[config.mk]
export PLATFORM = sky130hd
export DESIGN_NAME = cis_input_select
export DESIGN_NICKNAME = d
export VERILOG_FILES = /design/src/rtl/cis_pkg.sv /design/src/rtl/cis_src_decode.sv /design/src/rtl/cis_input_select.sv
export VERILOG_INCLUDE_DIRS = /design/src /design/src/rtl
export SDC_FILE = /design/constraint.sdc
export NUM_CORES = 1
export LEC_CHECK = 0
export BUFFER_PORTS_ARGS = -buffer_cell sky130_fd_sc_hd__buf_2
export CELL_PAD_IN_SITES_DETAIL_PLACEMENT = 0
export CELL_PAD_IN_SITES_GLOBAL_PLACEMENT = 1
export CORE_MARGIN = 2
export CORE_UTILIZATION = 37
export CTS_BUF_LIST = sky130_fd_sc_hd__clkbuf_4 sky130_fd_sc_hd__clkbuf_8 sky130_fd_sc_hd__clkbuf_16
export CTS_CLUSTER_DIAMETER = 50
export CTS_CLUSTER_SIZE = 14
export DETAILED_ROUTE_END_ITERATION = 10
export PLACE_DENSITY_LB_ADDON = 0.1
export SETUP_SLACK_MARGIN = 0.2
export SLEW_MARGIN = 30
export SYNTH_ARGS = -nofsm -noshare
export SYNTH_HDL_FRONTEND = slang
export SYNTH_SLANG_ARGS = --single-unit
[constraint.sdc]
create_clock -name clk -period 2.42 [get_ports clk]
set_input_delay 0 -clock clk [delete_from_list [all_inputs] [get_ports clk]]
set_output_delay 0 -clock clk [all_outputs]
set_load 0.02 [all_outputs]
[src/rtl/cis_defines.svh]
// Register addresses, field positions and code constants for comparator input selection
`ifndef CIS_DEFINES_SVH
`define CIS_DEFINES_SVH

// Special-function register page and addresses
`define CIS_SFR_PAGE 8'h00
`define CIS_ADDR_COMP1_SEL 8'h9e
`define CIS_ADDR_COMP0_SEL 8'h9f

// Reset value of both selection registers
`define CIS_SEL_RESET 8'hff

// Field positions inside a selection register
`define CIS_NEG_MSB 7
`define CIS_NEG_LSB 4
`define CIS_POS_MSB 3
`define CIS_POS_LSB 0

// Codes that map to a defined source (bit n set means code n is defined)
`define CIS_NEG_VALID_MASK 16'hf7cf
`define CIS_POS_VALID_MASK 16'hff8f

// Half-supply code, shared by both polarities
`define CIS_CODE_HALF_SUPPLY 4'hd

// Code held after reset, and its one-hot select vector
`define CIS_CODE_RESET 4'hf
`define CIS_SEL_RESET_ONEHOT 16'h8000

// Value read from an unmapped address
`define CIS_RDATA_IDLE 8'h00

`endif

[src/rtl/cis_pkg.sv]
// Types shared by the comparator input select block
package cis_pkg;

    typedef logic [3:0] cis_code_t;
    typedef logic [15:0] cis_sel_t;
    typedef logic [7:0] cis_byte_t;

endpackage

[src/rtl/cis_src_decode.sv]
// Decoder from a 4-bit input code to one-hot analog mux select lines
`timescale 1ns/100ps
`default_nettype none
`include "cis_defines.svh"

module cis_src_decode
    import cis_pkg::*;
#(
    parameter cis_sel_t VALID_MASK = `CIS_NEG_VALID_MASK
) (
    // Selection code
    input wire cis_code_t code,
    // Decoded selects
    output logic [15:0] sel,
    output logic half_en
);

    // Reserved codes leave every select low, so no source is connected
    always_comb begin
        sel = '0;
        if (VALID_MASK[code]) begin
            sel[code] = 1'b1;
        end
        half_en = (code == `CIS_CODE_HALF_SUPPLY);
    end

    // Reset parks every mux on code 1111, so a mask that drops it would float the input
    if (!VALID_MASK[`CIS_CODE_RESET]) begin : g_mask_check
        $error("valid mask leaves the reset code without a source");
    end

endmodule
`default_nettype wire

[src/rtl/cis_input_select.sv]
// Comparator input selection registers and analog mux select drivers
`timescale 1ns/100ps
`default_nettype none
`include "cis_defines.svh"

module cis_input_select
    import cis_pkg::*;
(
    // Clock and reset
    input wire logic clk,
    input wire logic sys_rst,
    // Special-function register access
    input wire logic [7:0] sfr_page,
    input wire logic [7:0] sfr_addr,
    input wire logic sfr_wr,
    input wire logic sfr_rd,
    input wire logic [7:0] sfr_wdata,
    output logic [7:0] sfr_rdata,
    output logic sfr_hit,
    // Comparator0 analog mux selects, one-hot by code
    output logic [15:0] comp0_neg_sel,
    output logic [15:0] comp0_pos_sel,
    output logic comp0_half_div_en,
    // Comparator1 analog mux selects, one-hot by code
    output logic [15:0] comp1_neg_sel,
    output logic [15:0] comp1_pos_sel,
    output logic comp1_half_div_en
);

    // How software sees this block:
    //   both registers sit on page 0 and read back exactly what was written;
    //   a write retargets the muxes at the same clock edge on which it lands;
    //   a read answers one cycle later on sfr_rdata, with sfr_hit for one cycle;
    //   an unmapped read answers 0x00 with sfr_hit low, so a poll can tell them apart.
    // Hazard: the select lines move with no break-before-make of their own,
    //   so the analog switch cells must not short two sources while they change.
    // Limitation: nothing here configures the pins themselves; a pin picked as a
    //   source must be set up as an analog input elsewhere.

    // Register state
    cis_byte_t comparator0_input_select_ff;
    cis_byte_t comparator1_input_select_ff;
    cis_byte_t nxt_comparator0_input_select;
    cis_byte_t nxt_comparator1_input_select;
    cis_byte_t sfr_rdata_ff;
    cis_byte_t nxt_sfr_rdata;
    logic sfr_hit_ff;
    logic nxt_sfr_hit;

    // Decoded select state
    cis_sel_t comp0_neg_sel_ff;
    cis_sel_t comp0_pos_sel_ff;
    cis_sel_t comp1_neg_sel_ff;
    cis_sel_t comp1_pos_sel_ff;
    logic comp0_half_ff;
    logic comp1_half_ff;
    cis_sel_t nxt_comp0_neg_sel;
    cis_sel_t nxt_comp0_pos_sel;
    cis_sel_t nxt_comp1_neg_sel;
    cis_sel_t nxt_comp1_pos_sel;
    logic c0n_half;
    logic c0p_half;
    logic c1n_half;
    logic c1p_half;
    logic nxt_comp0_half;
    logic nxt_comp1_half;

    // Field views of the next register values
    cis_code_t comp0_negative_select;
    cis_code_t comp0_positive_select;
    cis_code_t comp1_negative_select;
    cis_code_t comp1_positive_select;
    logic sel0_addr;
    logic sel1_addr;

    // Address decode; only page 0 maps, any other page falls through to no hit
    always_comb begin
        sel0_addr = 1'b0;
        sel1_addr = 1'b0;
        if (sfr_page == `CIS_SFR_PAGE && sfr_addr == `CIS_ADDR_COMP0_SEL) begin
            sel0_addr = 1'b1;
        end else if (sfr_page == `CIS_SFR_PAGE && sfr_addr == `CIS_ADDR_COMP1_SEL) begin
            sel1_addr = 1'b1;
        end
    end

    // Next register values; every bit is stored as written, reserved codes too
    always_comb begin
        nxt_comparator0_input_select = comparator0_input_select_ff;
        nxt_comparator1_input_select = comparator1_input_select_ff;
        if (sfr_wr && sel0_addr) begin
            nxt_comparator0_input_select = sfr_wdata;
        end
        if (sfr_wr && sel1_addr) begin
            nxt_comparator1_input_select = sfr_wdata;
        end
    end

    // Read port; data is captured on the strobe and held until the next read.
    // It looks at the stored byte, so a read in the cycle of a write sees the old one.
    always_comb begin
        nxt_sfr_rdata = sfr_rdata_ff;
        nxt_sfr_hit = 1'b0;
        if (sfr_rd) begin
            nxt_sfr_hit = sel0_addr | sel1_addr;
            if (sel0_addr) begin
                nxt_sfr_rdata = comparator0_input_select_ff;
            end else if (sel1_addr) begin
                nxt_sfr_rdata = comparator1_input_select_ff;
            end else begin
                nxt_sfr_rdata = `CIS_RDATA_IDLE;
            end
        end
    end

    // Nibble split feeds the decoders from the next values, so selects track the register
    always_comb begin
        comp0_negative_select = nxt_comparator0_input_select[`CIS_NEG_MSB:`CIS_NEG_LSB];
        comp0_positive_select = nxt_comparator0_input_select[`CIS_POS_MSB:`CIS_POS_LSB];
        comp1_negative_select = nxt_comparator1_input_select[`CIS_NEG_MSB:`CIS_NEG_LSB];
        comp1_positive_select = nxt_comparator1_input_select[`CIS_POS_MSB:`CIS_POS_LSB];
    end

    // Code map, negative input (upper nibble):
    //   0-3 odd pins of port 0, 6-7 port 1 pins 5 and 7,
    //   8-10 port 2 pins 1, 3 and 5, 12 touch reference,
    //   13 half supply, 14 digital supply, 15 ground; 4, 5 and 11 connect nothing.
    // Code map, positive input (lower nibble):
    //   0-3 even pins of port 0, 7 port 1 pin 6,
    //   8-11 even pins of port 2, 12 touch reference,
    //   13 half supply, 14 battery supply, 15 main supply; 4 to 6 connect nothing.
    // Select bit n drives the analog switch for code n, so the switch array
    // outside this block is wired by code, not by pin name.

    // One decoder per mux; polarity only changes which codes are reserved
    cis_src_decode #(.VALID_MASK(`CIS_NEG_VALID_MASK)) u_c0n (
        .code(comp0_negative_select),
        .sel(nxt_comp0_neg_sel),
        .half_en(c0n_half)
    );
    cis_src_decode #(.VALID_MASK(`CIS_POS_VALID_MASK)) u_c0p (
        .code(comp0_positive_select),
        .sel(nxt_comp0_pos_sel),
        .half_en(c0p_half)
    );
    cis_src_decode #(.VALID_MASK(`CIS_NEG_VALID_MASK)) u_c1n (
        .code(comp1_negative_select),
        .sel(nxt_comp1_neg_sel),
        .half_en(c1n_half)
    );
    cis_src_decode #(.VALID_MASK(`CIS_POS_VALID_MASK)) u_c1p (
        .code(comp1_positive_select),
        .sel(nxt_comp1_pos_sel),
        .half_en(c1p_half)
    );

    // Divider enable per comparator; either input asking for half supply powers it
    always_comb begin
        nxt_comp0_half = c0n_half | c0p_half;
        nxt_comp1_half = c1n_half | c1p_half;
    end

    // Register stage; reset leaves both registers on all ones
    always_ff @(posedge clk or posedge sys_rst) begin
        if (sys_rst) begin
            comparator0_input_select_ff <= `CIS_SEL_RESET;
            comparator1_input_select_ff <= `CIS_SEL_RESET;
        end else begin
            comparator0_input_select_ff <= nxt_comparator0_input_select;
            comparator1_input_select_ff <= nxt_comparator1_input_select;
        end
    end

    // Read port stage; reset clears the answer so no stale byte shows after it
    always_ff @(posedge clk or posedge sys_rst) begin
        if (sys_rst) begin
            sfr_rdata_ff <= `CIS_RDATA_IDLE;
            sfr_hit_ff <= 1'b0;
        end else begin
            sfr_rdata_ff <= nxt_sfr_rdata;
            sfr_hit_ff <= nxt_sfr_hit;
        end
    end

    // Select stage; reset parks every mux on code 1111 with the divider off.
    // Decoding the next value keeps the selects in step with the register at no latency.
    always_ff @(posedge clk or posedge sys_rst) begin
        if (sys_rst) begin
            comp0_neg_sel_ff <= `CIS_SEL_RESET_ONEHOT;
            comp0_pos_sel_ff <= `CIS_SEL_RESET_ONEHOT;
            comp1_neg_sel_ff <= `CIS_SEL_RESET_ONEHOT;
            comp1_pos_sel_ff <= `CIS_SEL_RESET_ONEHOT;
            comp0_half_ff <= 1'b0;
            comp1_half_ff <= 1'b0;
        end else begin
            comp0_neg_sel_ff <= nxt_comp0_neg_sel;
            comp0_pos_sel_ff <= nxt_comp0_pos_sel;
            comp1_neg_sel_ff <= nxt_comp1_neg_sel;
            comp1_pos_sel_ff <= nxt_comp1_pos_sel;
            comp0_half_ff <= nxt_comp0_half;
            comp1_half_ff <= nxt_comp1_half;
        end
    end

    // Outputs straight from flops
    assign sfr_rdata = sfr_rdata_ff;
    assign sfr_hit = sfr_hit_ff;
    assign comp0_neg_sel = comp0_neg_sel_ff;
    assign comp0_pos_sel = comp0_pos_sel_ff;
    assign comp1_neg_sel = comp1_neg_sel_ff;
    assign comp1_pos_sel = comp1_pos_sel_ff;
    assign comp0_half_div_en = comp0_half_ff;
    assign comp1_half_div_en = comp1_half_ff;

endmodule
`default_nettype wire

## Word-level counts from Yosys, hierarchy flattened

Memories as Yosys holds them, arrays and structs flattened.
Index checks and enable logic that the tools add are counted.
W data, S select, Z words.

| word-level totals | value |
|---|---|
| input bits | 28 |
| output and inout bits | 75 |
| logic and storage cells | 64 |
| memories kept | 4 |
| register bits | 91 |
| ROM bits | 64 |

| cells by class | value |
|---|---|
| bitwise gates (word level) | 3 |
| mux-type cells | 24 |
| reduce and logical (&&, ||, !) cells | 9 |
| eq/ne operators | 6 |
| magnitude comparators | 8 |

Memory list:

| name | depth | bits a word | read ports | clocked after Yosys merged registers in | wr ports | RTL line | source |
|---|---|---|---|---|---|---|---|
| (name not given) | 16 | 1 | 1 | 0 | 0 | cis_src_decode.sv:21 | `if (VALID_MASK[code]) begin` |
| (name not given) | 16 | 1 | 1 | 0 | 0 | cis_src_decode.sv:21 |  |
| (name not given) | 16 | 1 | 1 | 0 | 0 | cis_src_decode.sv:21 |  |
| (name not given) | 16 | 1 | 1 | 0 | 0 | cis_src_decode.sv:21 |  |

Operators with widths:

| operator | number |
|---|---|
| $mux W16 | 4 |
| $mux W8 | 4 |
| $lt A4 B5 Y1 const B | 4 |
| $demux W1 S4 | 4 |
| $eq A4 B4 Y1 const B | 4 |
| $eq A8 B8 Y1 const B | 2 |
| $ge A4 B1 Y1 const B | 4 |
| $mux W1 | 12 |
| $logic_and A1 B1 Y1 | 8 |
| $logic_not A8 Y1 | 1 |
| $or A1 B1 Y1 | 3 |

## Logic depth before layout (Yosys ltp)

Gate-level depths: netlist (run 1).

| depth | value |
|---|---|
| depth in word-level cells | 11 |
| depth in mapped cells | 6 |
| mapped depth without buffers | 4 |

## Cells and area by module

Synthesis (run 1) repeated with hierarchy kept, for this count alone.

| unflattened totals | value |
|---|---|
| cell total of the unflattened synthesis | 228 |
| area, all modules | 3867.5 um^2 |

By module, submodules not included:

| module | cells an instance | times used | seq. area each (um^2) | area each (um^2) |
|---|---|---|---|---|
| cis_input_select | 140 | 1 | 2302.2 | 2771.4 |
| cis_src_decode (u_c0n ...) | 22 | 2 | 0.0 | 275.3 |
| cis_src_decode (u_c0p ...) | 22 | 2 | 0.0 | 272.8 |

## Worst setup path before layout (run 1)

No wires, ideal clock.

| timing path | value |
|---|---|
| path kind | register to register |
| start point | register comparator1_input_select_ff[0] |
| end point | register comp1_half_ff, in the netlist comp1_half_div_en |
| setup time | 0.079 ns |
| clock period less this slack | 1.356 ns |
| stages on the path, launching flop included | 6 |
| arrival | 1.277 ns |
| path slack | 1.064 ns |
| cell sequence | dfstp_2 > clkbuf_1 > nor2b_1 > nand3_1 > and2_1 > mux2i_1 |

| between the ends | value |
|---|---|
| word-level cells in the longest chain between the ends | 3 |

Ends and longest elaborated chain:

| what | RTL line | source |
|---|---|---|
| start, declared | cis_input_select.sv:42 | `cis_byte_t comparator1_input_select_ff;` |
| start signal, assigned | cis_input_select.sv:167 | `` comparator1_input_select_ff <= `CIS_SEL_RESET; `` |
| start signal, assigned | cis_input_select.sv:170 | `comparator1_input_select_ff <= nxt_comparator1_input_select;` |
| $mux W8 | cis_input_select.sv:94 | `if (sfr_wr && sel1_addr) begin` |
| $eq A4 B4 Y1 (no line) | -- |  |
| $or A1 B1 Y1 | cis_input_select.sv:160 | `nxt_comp1_half = c1n_half \| c1p_half;` |
| net nxt_comp1_half | cis_input_select.sv:66 | `logic nxt_comp1_half;` |
| end signal, assigned | cis_input_select.sv:201 | `comp1_half_ff <= nxt_comp1_half;` |
| end, declared | cis_input_select.sv:56 | `logic comp1_half_ff;` |

The timed path passes the listed nets, and every way through them passes these cells.
A chain may end at the register's enable or synchronous reset.

## Worst setup path in the final report (run 1)

| timing path | value |
|---|---|
| start point | register comparator0_input_select_ff[7] |
| end point | register comp0_half_ff, in the netlist comp0_half_div_en |

| between the ends | value |
|---|---|
| word-level cells in the longest chain between the ends | 3 |

Ends and longest elaborated chain:

| what | RTL line | source |
|---|---|---|
| start, declared | cis_input_select.sv:41 | `cis_byte_t comparator0_input_select_ff;` |
| start signal, assigned | cis_input_select.sv:166 | `` comparator0_input_select_ff <= `CIS_SEL_RESET; `` |
| start signal, assigned | cis_input_select.sv:169 | `comparator0_input_select_ff <= nxt_comparator0_input_select;` |
| $mux W8 | cis_input_select.sv:91 | `if (sfr_wr && sel0_addr) begin` |
| $eq A4 B4 Y1 (no line) | -- |  |
| $or A1 B1 Y1 | cis_input_select.sv:159 | `nxt_comp0_half = c0n_half \| c0p_half;` |
| net nxt_comp0_half | cis_input_select.sv:65 | `logic nxt_comp0_half;` |
| end signal, assigned | cis_input_select.sv:200 | `comp0_half_ff <= nxt_comp0_half;` |
| end, declared | cis_input_select.sv:55 | `logic comp0_half_ff;` |

The timed path passes the listed nets, and every way through them passes these cells.

==> metrics.md, run 1 <==
| Metric | Value |
|---|---|
| Finished layout cell area | 4910 sq um |
| Worst hold path type | input pin to flop |
| WHS | around 0.021 ns |
| Max cap viols | 0 |
| Avg Vias per Cell | ~4.8 |
| Largest area contributor in the netlist | dfrtp_1 |
| Crit-path cells | nor2b_1 -> nand3_1 -> and2_1 -> mux2i_1 |
| Cells after Synth | between 300 and 400 |
| DP Cell Count | approximately 560 |
| Wire length after detailed routing | roughly 9000 um |
| Fraction of the mapped netlist area in compound gates | between 1.5 and 2% |
| Status | finished, final reports clean |
| Slew HR | approximately half |
| NetSw | between 0.6 and 0.7 mW |
| Main synth FF type | dfrtp_1 |
| CTS buffer count | 9 |
| Async S/R FF share, synth | 100% |
| RSZ-0062 raised after global routing | false |
| Count of final hold-check violations | 0 |
| Root Driver | clkbuf_8 |
| Area share of fa/ha/maj cells after synthesis | 0% |
| Drt wl/cell | ~15 um |
| Starting Density | a little under two fifths |
| Kind of end point of the critical path | flop |
| All-Layer GR Usage | between 10% and 20% |
| Pwr dens | 558 nW/um^2 |
| Warnings, synthesis | 0 |
| Startpoint types | flop |
| Final ANT Viol Nets | 0 |
| N_diodes | 0 |
| Share of cells above drive strength 1 | roughly 37% |
| Mapped cell area | roughly 4000 sq um |
| Clk Latency, worst-skew pair | roughly 0.36 ns |
| Die width | approximately 110 um |
| Worst endpoint required time | between 2 and 3 ns |
| Ports | ~100 |
| DP Area | approximately 4700 sq um |
| Pleak | approximately 2.3 nW |
| Final worst path period share | between 60% and 70% |
| Hold Path Cell Cnt | 3 |
| Max Clock Skew | slightly below 0.007 ns |
| Vias in the first global route | roughly 2800 |
| Power Total | 2.74 mW |
| Fin Setup TNS | 0 ns |
| Core area | roughly 10000 sq um |
| RR Startpoint | comparator0_input_select_ff[7] |
| Largest net degree at the start of global routing | 43 |
| DRC | 0 |
| CTS H-Tree Depth | 3 |
| Clock slew at reported path FFs | ~0.090 ns |
| Commonest cells post-synth | dfrtp_1, mux2i_1, nand2_1 |
| Maximum vdd drop | 0.245 mV |
| Die Area | 11600 sq um |
| Post-synth EDFFs | 0 |
| Worst Path Arrival | roughly 1.7 ns |
| Buffer depth of the longest clock path | 2 |
| Cell variety after synth | 29 |
| Fin. max-slew vios | 0 |
| Yosys reg bits | just over 90 |
| Maximum clock rate | 0.688 GHz |
| Syn avg cell area | 12.2 sq um |
| Sequential area share after synthesis | 57.7% |
| Int Power | about 2.1 mW |
| Routed vias | roughly 2800 |
| R2R cell count | 4 |
| End of the worst register-to-register path | comp0_half_div_en |
| Layout Nets | approximately 470 |
| Post-synthesis mux area share | around a fifth |
| Simple-gate share of the synthesized area | between 10% and 20% |
| Comb pwr share | under 10% |
| Register-to-register setup slack | 0.97 ns |
| Vert. Die Dim | between 100 and 150 um |
| Post-route insts no fill | slightly below 600 |
| Sw Share | between 20 and 25% |
| PortBufs | 102 |
| Syn-to-layout area delta | 22.9% |
| DR iter-0 viols | 101 |
| Delay of the slowest critical-path stage | ~0.63 ns |
| Drt first pass iters | 4 |
| Period minus WS final | about 1.5 ns |
| Synth area leaders | dfrtp_1, mux2i_1, dfstp_2 |
| Synth Area in XOR/XNOR | 0% |
| Cell Rows | 37 |
| Endpoints failing setup | 0 |
| Clock share of power | around 39% |
| Final setup margin | a little under 1 ns |
| Worst hold path startpoint | sfr_wdata[2] |
| Final HPWL from detailed placement | around 6600 um |
| CP Class | flop to flop |
| Top-count cell post-synth | dfrtp_1 |
| GRT overflow | 0 |
| Clock sinks | a little over 90 |
| Gpl congestion | about 0.85 |
| Hold Path Sink | comp1_pos_sel[15] |
| Yosys top cell area share | between 40 and 50% |
| Crit path max fanout | 8 |
| Initial antenna violation count | 0 |
| CTS tree | yes |
| Worst-Margin Slew | between 0.7 and 0.8 ns |
| Reg power frac | a little under three fifths |
| Layout Utilization | a little under half |
| Global-route wire length before repair | approximately 14000 um |
| Crit-path slowest cell | dfstp_2 |
| Largest family of logic cells by synthesized area | multiplexers |
| Setup slack at placement | 0.797 ns |
## layout by cell type (no fill, tap or decap), types with 3 or more instances in the layout
cell / n
buf_2: 102
dfstp_2: 20
mux2i_1: 62
nand3_1: 29
conb_1: 12
dfrtp_1: 71
nor2_1: 12
clkbuf_8: 11
nand4_1: 7
mux2_4: 3
mux2_2: 13
o2bb2ai_1: 8
nor2b_1: 23
nand2_1: 43
dlygate4sd3_1: 4
and2_1: 3
buf_4: 4
## registers in the layout, summed over array words and instances (netlist names)
register / count
comp1_pos_sel: 16
comp0_neg_sel: 16
comp1_half_div_en: 1
comp0_pos_sel: 16
comp1_neg_sel: 16
comparator1_input_select_ff: 8
comparator0_input_select_ff: 8
sfr_hit: 1
comp0_half_div_en: 1
sfr_rdata: 8
## worst max-delay path: cells and delay by family, from the launching register on
kind             cells  cell delay, ns
AND/OR/NAND/NOR      3            0.58
flip-flops           1            0.63
multiplexers         1            0.15
## metal layers
metal	global-route usage, %	routed length [um]	up-vias
li1	-	-	1342
met1	23.0	4290	1358
met2	24.1	3940	101
met3	4.00	655	12
met4	5.68	132	0
met5	0	0	-
## how the worst max path moves through the flow
stage | to | slack, ns | cells past startpoint | start
3_3_place_gp | comparator1_input_select_ff[2] | 0.82 | 6 | sfr_page[1]
2_1_floorplan | comp1_half_div_en | 1.06 | 5 | comparator1_input_select_ff[0]
6_report | comp0_half_div_en | 0.97 | 4 | comparator0_input_select_ff[7]
5_1_grt | comp0_half_div_en | 0.84 | 4 | comparator0_input_select_ff[7]
4_1_cts | comp0_half_div_en | 0.94 | 4 | comparator0_input_select_ff[7]
3_5_place_dp | comparator1_input_select_ff[0] | 0.80 | 6 | sfr_page[1]
## final cells by class
cell class              instances  area (sq um)
fillers                       975          5510
flip-flops and latches         91          2300
multi-input cells             224          1590
repair buffers                112           621
well taps                     136           170
clock buffers                  12           159
clock inverters                 4          48.8
inverters                       3          15.0
## power by group through the flow
stage                     Combinational (mW)  Sequential, mW  Clock (mW)
after floorplan                       0.0630            1.58           0
after global placement                 0.141            1.56           0
after detailed placement               0.142            1.56           0
after CTS                              0.147            1.53        1.09
after global routing                   0.161            1.54        1.15
final                                  0.143            1.53        1.06
## cell families after synthesis
family                 Yosys count
muxes                           78
other                            1
buffers and inverters           24
AOI/OAI and AO/OA                8
DFF                             91
and+or+nand+nor                126
## repair_timing
action | 4_1_cts | 5_1_grt
hold buffers | 4 | 0
gates resized for setup | 0 | 0
buffers inserted | 0 | 0
hold endpoints to repair | 20 | 0
(Power assumes the default switching activity.)
==> run 2, diff against run 1 <==
--- a/config.mk
+++ b/config.mk
@@ -10,7 +10,7 @@
 export CELL_PAD_IN_SITES_DETAIL_PLACEMENT = 0
 export CELL_PAD_IN_SITES_GLOBAL_PLACEMENT = 1
 export CORE_MARGIN = 2
-export CORE_UTILIZATION = 37
+export CORE_UTILIZATION = 40
 export CTS_BUF_LIST = sky130_fd_sc_hd__clkbuf_4 sky130_fd_sc_hd__clkbuf_8 sky130_fd_sc_hd__clkbuf_16
 export CTS_CLUSTER_DIAMETER = 50
 export CTS_CLUSTER_SIZE = 14
==> constraint.sdc (replaced) <==
create_clock -name clk -period 1.41 [get_ports clk]
set_input_delay 0 -clock clk [delete_from_list [all_inputs] [get_ports clk]]
set_output_delay 0 -clock clk [all_outputs]
set_load 0.02 [all_outputs]
==> metrics.md, run 2 (synthesis results as in run 1) <==
| Metric | Value |
|---|---|
| DRC | 0 (unchanged) |
| DR iter-0 viols | 130 (was 101) |
| Worst hold path type | input pin to flop (unchanged) |
| CP Class | flop to flop (unchanged) |
| Crit-path cells | nor2b_1 -> nand3_1 -> mux2i_1 (was nor2b_1 -> nand3_1 -> and2_1 -> mux2i_1) |
| All-Layer GR Usage | 17.7% (was 16.2%) |
| Drt first pass iters | 4 (unchanged) |
| Worst Path Arrival | 1.49 ns (was 1.72 ns) |
| Pwr dens | 901 nW/um^2 (was 558 nW/um^2) |
| Met1 usage | 25.7% (was 23.0%) |
| Vias in the first global route | 2880 (was 2805) |
| Final setup margin | 0.210 ns (was 0.967 ns) |
| Worst hold path startpoint | sfr_wdata[0] (was sfr_wdata[2]) |
| Die Area | 10800 sq um (was 11600 sq um) |
| Share of cells above drive strength 1 | 45.7% (was 37.4%) |
| Gpl congestion | 0.779 (was 0.851) |
| CTS buffer count | 9 (unchanged) |
| Kind of end point of the critical path | flop (unchanged) |
| Finished layout cell area | 5440 sq um (was 4910 sq um) |
| Final ANT Viol Nets | 0 (unchanged) |
| Syn-to-layout area delta | 36.2% (was 22.9%) |
| Pleak | 2.53 nW (was 2.30 nW) |
| Maximum vdd drop | 0.386 mV (was 0.245 mV) |
| Vert. Die Dim | 104 um (was 108 um) |
| Fin. max-slew vios | 0 (unchanged) |
| DP Area | 4900 sq um (was 4660 sq um) |
| Starting Density | 41.0% (was 38.3%) |
| Met2 Usage GRT | 25.3% (was 24.1%) |
| Max Clock Skew | 0.0114 ns (was 0.00677 ns) |
| Worst endpoint required time | 1.70 ns (was 2.69 ns) |
| Clock sinks | 91 (unchanged) |
| Startpoint types | flop (unchanged) |
| Crit path max fanout | 8 (unchanged) |
| Most Crowded Layer GR | met1 (was met2) |
| Count of final hold-check violations | 0 (unchanged) |
| Power Total | 4.90 mW (was 2.74 mW) |
| WHS | 0.0323 ns (was 0.0205 ns) |
| Most frequent cells in the layout | buf_2, dfrtp_1, mux2i_1 (unchanged) |
| R2R cell count | 3 (was 4) |
| Clk Latency, worst-skew pair | 0.37 ns (was 0.36 ns) |
| PortBufs | 102 (unchanged) |
| Status | finished, final reports clean (unchanged) |
| Maximum clock rate | 0.834 GHz (was 0.688 GHz) |
| Most common cell after layout, fill and taps aside | buf_2 (unchanged) |
| Root Driver | clkbuf_8 (unchanged) |
| Routed vias | 2898 (was 2813) |
| Avg Vias per Cell | 4.74 (was 4.83) |
| Setup slack at placement | -0.160 ns (was 0.797 ns) |
| Period minus WS final | 1.20 ns (was 1.45 ns) |
| Buffer depth of the longest clock path | 2 (unchanged) |
| RR Startpoint | comparator0_input_select_ff[6] (was comparator0_input_select_ff[7]) |
| Core area | 9730 sq um (was 10400 sq um) |
| N_diodes | 0 (unchanged) |
| Crit-path slowest cell | dfstp_2 (unchanged) |
| Clock slew at reported path FFs | 0.09 ns (about the same) |
| CTS H-Tree Depth | 3 (unchanged) |
| Hold Path Cell Cnt | 3 (unchanged) |
| RSZ-0062 raised after global routing | true (was false) |
| Drt wl/cell | 15.2 um (was 15.5 um) |
| Met3 GRT Util | 3.45% (was 4.00%) |
| Initial antenna violation count | 0 (unchanged) |
| Wire length after detailed routing | 9330 um (was 9010 um) |
| GRT overflow | 0 (unchanged) |
| Die width | 104 um (was 108 um) |
| Final HPWL from detailed placement | 6540 um (was 6560 um) |
| Cell Rows | 36 (was 37) |
| Layout Nets | 502 (was 469) |
| Largest net degree at the start of global routing | 92 (was 43) |
| Final worst path period share | 85.1% (was 60.1%) |
| Layout Utilization | 55.9% (was 47.1%) |
| Delay of the slowest critical-path stage | 0.63 ns (about the same) |
| Register-to-register setup slack | 0.21 ns (was 0.97 ns) |
| CTS tree | yes (unchanged) |
| Crit path from | comparator0_input_select_ff[6] (was comparator0_input_select_ff[7]) |
| Ports | 103 (unchanged) |
| Endpoints failing setup | 0 (unchanged) |
| Max cap viols | 0 (unchanged) |
| Global-route wire length before repair | 14900 um (was 14300 um) |
==> run 2: cell count changes in the layout (fill, tap and decap cells not counted), sizes merged <==
cell | before | now
buf | 108 | 134
bufinv | 1 | 2
clkbuf | 12 | 15
clkinv | 4 | 2
clkinvlp | 1 | 2
dlygate4sd3 | 4 | 8
==> run 2: power breakdown <==
part	switching, mW	total [mW]	internal (mW)
logic	0.172	0.263	0.0918
clock network	0.892	2.00	1.11
registers	0.00373	2.63	2.63
==> run 2: final cells by class <==
| cell class | instances | area [sq um] |
|---|---|---|
| inverters | 3 | 15.0 |
| clock inverters | 4 | 72.6 |
| repair buffers | 145 | 1000 |
| well taps | 133 | 166 |
| fillers | 884 | 4290 |
| flip-flops and latches | 91 | 2300 |
| clock buffers | 12 | 159 |
| multi-input cells | 224 | 1720 |
==> run 2: layer usage <==
| layer | part of all wire (%) | vias up |
|---|---|---|
| met1 | 48 | 1367 |
| met2 | 44 | 104 |
| met4 | 2.5 | 0 |
| li1 | - | 1409 |
| met3 | 5.7 | 18 |
| met5 | 0 | - |
==> run 2: path summary, 6_finish.rpt <==
check                                                  to
max                                     comp0_neg_sel[14]
min                                     comp1_pos_sel[15]
max reg2reg                             comp0_neg_sel[14]
min reg2reg                                  sfr_rdata[3]
max in group asynchronous  comparator1_input_select_ff[0]
min in group asynchronous                comp0_neg_sel[4]
==> run 2: stage by stage <==
stage / TNS [ns] / cells
final: 0 / 612
after global routing: 0 / 612
after CTS: 0 / 604
after detailed placement: -3.39 / 578
after global placement: -1.57 / 578
after floorplan: 0 / 339
==> run 2: worst max-delay path, delay by kind of cell, from the launching register on <==
kind / cells / cell delay [ns]
flip-flops: 1 / 0.63
multiplexers: 1 / 0.14
AND/OR/NAND/NOR: 2 / 0.36
==> run 2: repair_timing <==
action,CTS,global route
pin swaps,0,4
buffers inserted,2,6
setup endpoints to repair,9,43
endpoints found under the hold margin,81,0
hold buffers,8,0
resized for setup,6,24
cloned,0,2
==> run 3, diff against run 2 <==
--- a/config.mk
+++ b/config.mk
@@ -10,7 +10,7 @@
 export CELL_PAD_IN_SITES_DETAIL_PLACEMENT = 0
 export CELL_PAD_IN_SITES_GLOBAL_PLACEMENT = 1
 export CORE_MARGIN = 2
-export CORE_UTILIZATION = 40
+export CORE_UTILIZATION = 45
 export CTS_BUF_LIST = sky130_fd_sc_hd__clkbuf_4 sky130_fd_sc_hd__clkbuf_8 sky130_fd_sc_hd__clkbuf_16
 export CTS_CLUSTER_DIAMETER = 50
 export CTS_CLUSTER_SIZE = 14
==> constraint.sdc (replaced) <==
create_clock -name clk -period 1.4 [get_ports clk]
set_input_delay 0 -clock clk [delete_from_list [all_inputs] [get_ports clk]]
set_output_delay 0 -clock clk [all_outputs]
set_load 0.02 [all_outputs]
==> metrics.md, run 3 (synthesis results as in run 1) <==
| Metric | Value |
|---|---|
| Sw Share | 21.7% (was 21.8%) |
| Cell Rows | 34 (was 36) |
| WP buf/inv | 0 (unchanged) |
| DP Area | 4820 sq um (was 4900 sq um) |
| Max Clock Skew | 0.0123 ns (was 0.0114 ns) |
| Routed vias | 2963 (was 2898) |
| Fillers | 734 (was 884) |
| RSZ-0062 raised after global routing | true (unchanged) |
| Pleak | 2.56 nW (was 2.53 nW) |
| Avg Vias per Cell | 5.01 (was 4.74) |
| Global-route wire length before repair | 14800 um (was 14900 um) |
| Clock share of power | 40.5% (was 40.9%) |
| Endpoints failing setup | 0 (unchanged) |
| Power Total | 4.88 mW (was 4.90 mW) |
| Delay of the slowest critical-path stage | 0.65 ns (was 0.63 ns) |
| DP Cell Count | 546 (was 578) |
| Pwr dens | 899 nW/um^2 (was 901 nW/um^2) |
| CTS tree | yes (unchanged) |
| Layout Nets | 506 (was 502) |
| Crit path max fanout | 7 (was 8) |
| Top Family by Delay on Critical Path | flip-flops (unchanged) |
| Largest net degree at the start of global routing | 92 (unchanged) |
| Share of cells above drive strength 1 | 46.8% (was 45.7%) |
| Worst endpoint required time | 1.68 ns (was 1.70 ns) |
| Most common cell after layout, fill and taps aside | buf_2 (unchanged) |
| DRC | 0 (unchanged) |
| GRT overflow | 0 (unchanged) |
| Starting Density | 46.0% (was 41.0%) |
| Vias in the first global route | 2866 (was 2880) |
| Core area | 8680 sq um (was 9730 sq um) |
| Most frequent cells in the layout | buf_2, dfrtp_1, mux2i_1 (unchanged) |
| Period minus WS final | 1.20 ns (about the same) |
| Worst hold path type | input pin to flop (unchanged) |
| Fin Setup TNS | 0 ns (unchanged) |
| CTS H-Tree Depth | 3 (unchanged) |
| CP Class | flop to flop (unchanged) |
| Status | finished, final reports clean (unchanged) |
| PortBufs | 102 (unchanged) |
| CTS buffer count | 9 (unchanged) |
| Drt wl/cell | 16.0 um (was 15.2 um) |
| Root Driver | clkbuf_8 (unchanged) |
| Clock slew at reported path FFs | 0.09 ns (about the same) |
| Crit-path slowest cell | dfstp_2 (unchanged) |
| Finished layout cell area | 5430 sq um (was 5440 sq um) |
| Maximum clock rate | 0.837 GHz (was 0.834 GHz) |
| Die Area | 9640 sq um (was 10800 sq um) |
| Ports | 103 (unchanged) |
| Gpl congestion | 0.899 (was 0.779) |
| Final ANT Viol Nets | 0 (unchanged) |
| Syn-to-layout area delta | 36.0% (was 36.2%) |
| Clock sinks | 91 (unchanged) |
| Die width | 98.2 um (was 104 um) |
| All-Layer GR Usage | 19.5% (was 17.7%) |
| Crit-path cells | nor2b_4 -> nand2_1 -> mux2i_1 (was nor2b_1 -> nand3_1 -> mux2i_1) |
| Layout Utilization | 62.6% (was 55.9%) |
| Reg power frac | 54.3% (was 53.7%) |
| Int Power | 3.82 mW (was 3.83 mW) |
| Clk Latency, worst-skew pair | 0.36 ns (was 0.37 ns) |
| Maximum vdd drop | 0.398 mV (was 0.386 mV) |
| Post-route insts no fill | 591 (was 612) |
| Startpoint types | flop (unchanged) |
| Vert. Die Dim | 98.2 um (was 104 um) |
| Kind of end point of the critical path | flop (unchanged) |
| NetSw | 1.06 mW (was 1.07 mW) |
| Count of final hold-check violations | 0 (unchanged) |
| Drt first pass iters | 6 (was 4) |
| Fin. max-slew vios | 0 (unchanged) |
| DR iter-0 viols | 122 (was 130) |
| Buffer depth of the longest clock path | 2 (unchanged) |
| Initial antenna violation count | 0 (unchanged) |
| Max cap viols | 0 (unchanged) |
| Final worst path period share | 85.4% (was 85.1%) |
| Comb pwr share | 5.2% (was 5.4%) |
| Final HPWL from detailed placement | 6330 um (was 6540 um) |
| Wire length after detailed routing | 9440 um (was 9330 um) |
| Worst Path Arrival | 1.47 ns (was 1.49 ns) |
| N_diodes | 0 (unchanged) |
[run 3: changes by cell type in the layout (fill, tap and decap cells not counted), moves of 2 or more]
| cell | previous run | this run |
|---|---|---|
| buf_6 | 3 | 1 |
| mux2_2 | 10 | 8 |
| buf_2 | 100 | 102 |
| dlygate4sd3_1 | 8 | 4 |
| mux2_4 | 6 | 8 |
| nand3_1 | 25 | 27 |
| buf_4 | 23 | 31 |
| nand3_2 | 4 | 2 |
[run 3: final timing paths]
path / from / to / slack (ns) / cells past startpoint
max: comparator0_input_select_ff[5] / comp0_neg_sel[2] / 0.20 / 3
min: sfr_wdata[4] / comp0_neg_sel[15] / 0.01 / 3
max reg2reg: comparator0_input_select_ff[5] / comp0_neg_sel[2] / 0.20 / 3
min reg2reg: sfr_rdata[0] / sfr_rdata[0] / 0.49 / 1
max in group asynchronous: sys_rst / comparator1_input_select_ff[7] / 0.70 / 4
min in group asynchronous: sys_rst / comp1_pos_sel[14] / 0.33 / 4
[run 3: final cells by class]
| type | count | area (sq um) | share of cell area, % |
|---|---|---|---|
| Sequential cell | 91 | 2300 | 42.4 |
| Clock inverter | 4 | 73.8 | 1.36 |
| Clock buffer | 12 | 153 | 2.81 |
| Tap cell | 108 | 135 | 2.49 |
| Inverter | 3 | 15.0 | 0.277 |
| Timing Repair Buffer | 149 | 1030 | 19.0 |
| Multi-Input combinational cell | 224 | 1720 | 31.7 |
[run 3: layer usage]
metal  vias up  share of wire [%]  track usage, %
li1       1410                  -               -
met1      1416                 49            29.0
met2       124                 43            28.3
met3        13                6.5            3.65
met4         0                1.7            7.90
met5         -                  0               0
[run 3: through the flow]
step                      worst slack, ns  hold WS [ns]
final                               0.205        0.0133
after global routing                0.147        0.0137
after CTS                           0.200       0.00244
after detailed placement           -0.167         0.176
after global placement            -0.0761         0.163
after floorplan                     0.102         0.141
[run 3: timing repair]
item,4_1_cts,5_1_grt
gates resized for setup,10,19
endpoints found under the setup margin,22,41
buffers inserted,2,20
hold buffers,4,0
hold endpoints to repair,75,0
pin swaps,0,2
cloned,0,3
[run 3: tightest hold or removal path: stages]
cell and delay (ns):
buf_2 0.16, nand4_1 0.12, mux2i_1 0.09
[run 3: power groups by stage]
stage	logic (mW)	clock network [mW]	registers [mW]
6_report	0.253	1.98	2.65
5_1_grt	0.282	2.14	2.65
4_1_cts	0.253	2.03	2.65
3_5_place_dp	0.244	0	2.70
3_3_place_gp	0.241	0	2.70
2_1_floorplan	0.109	0	2.73
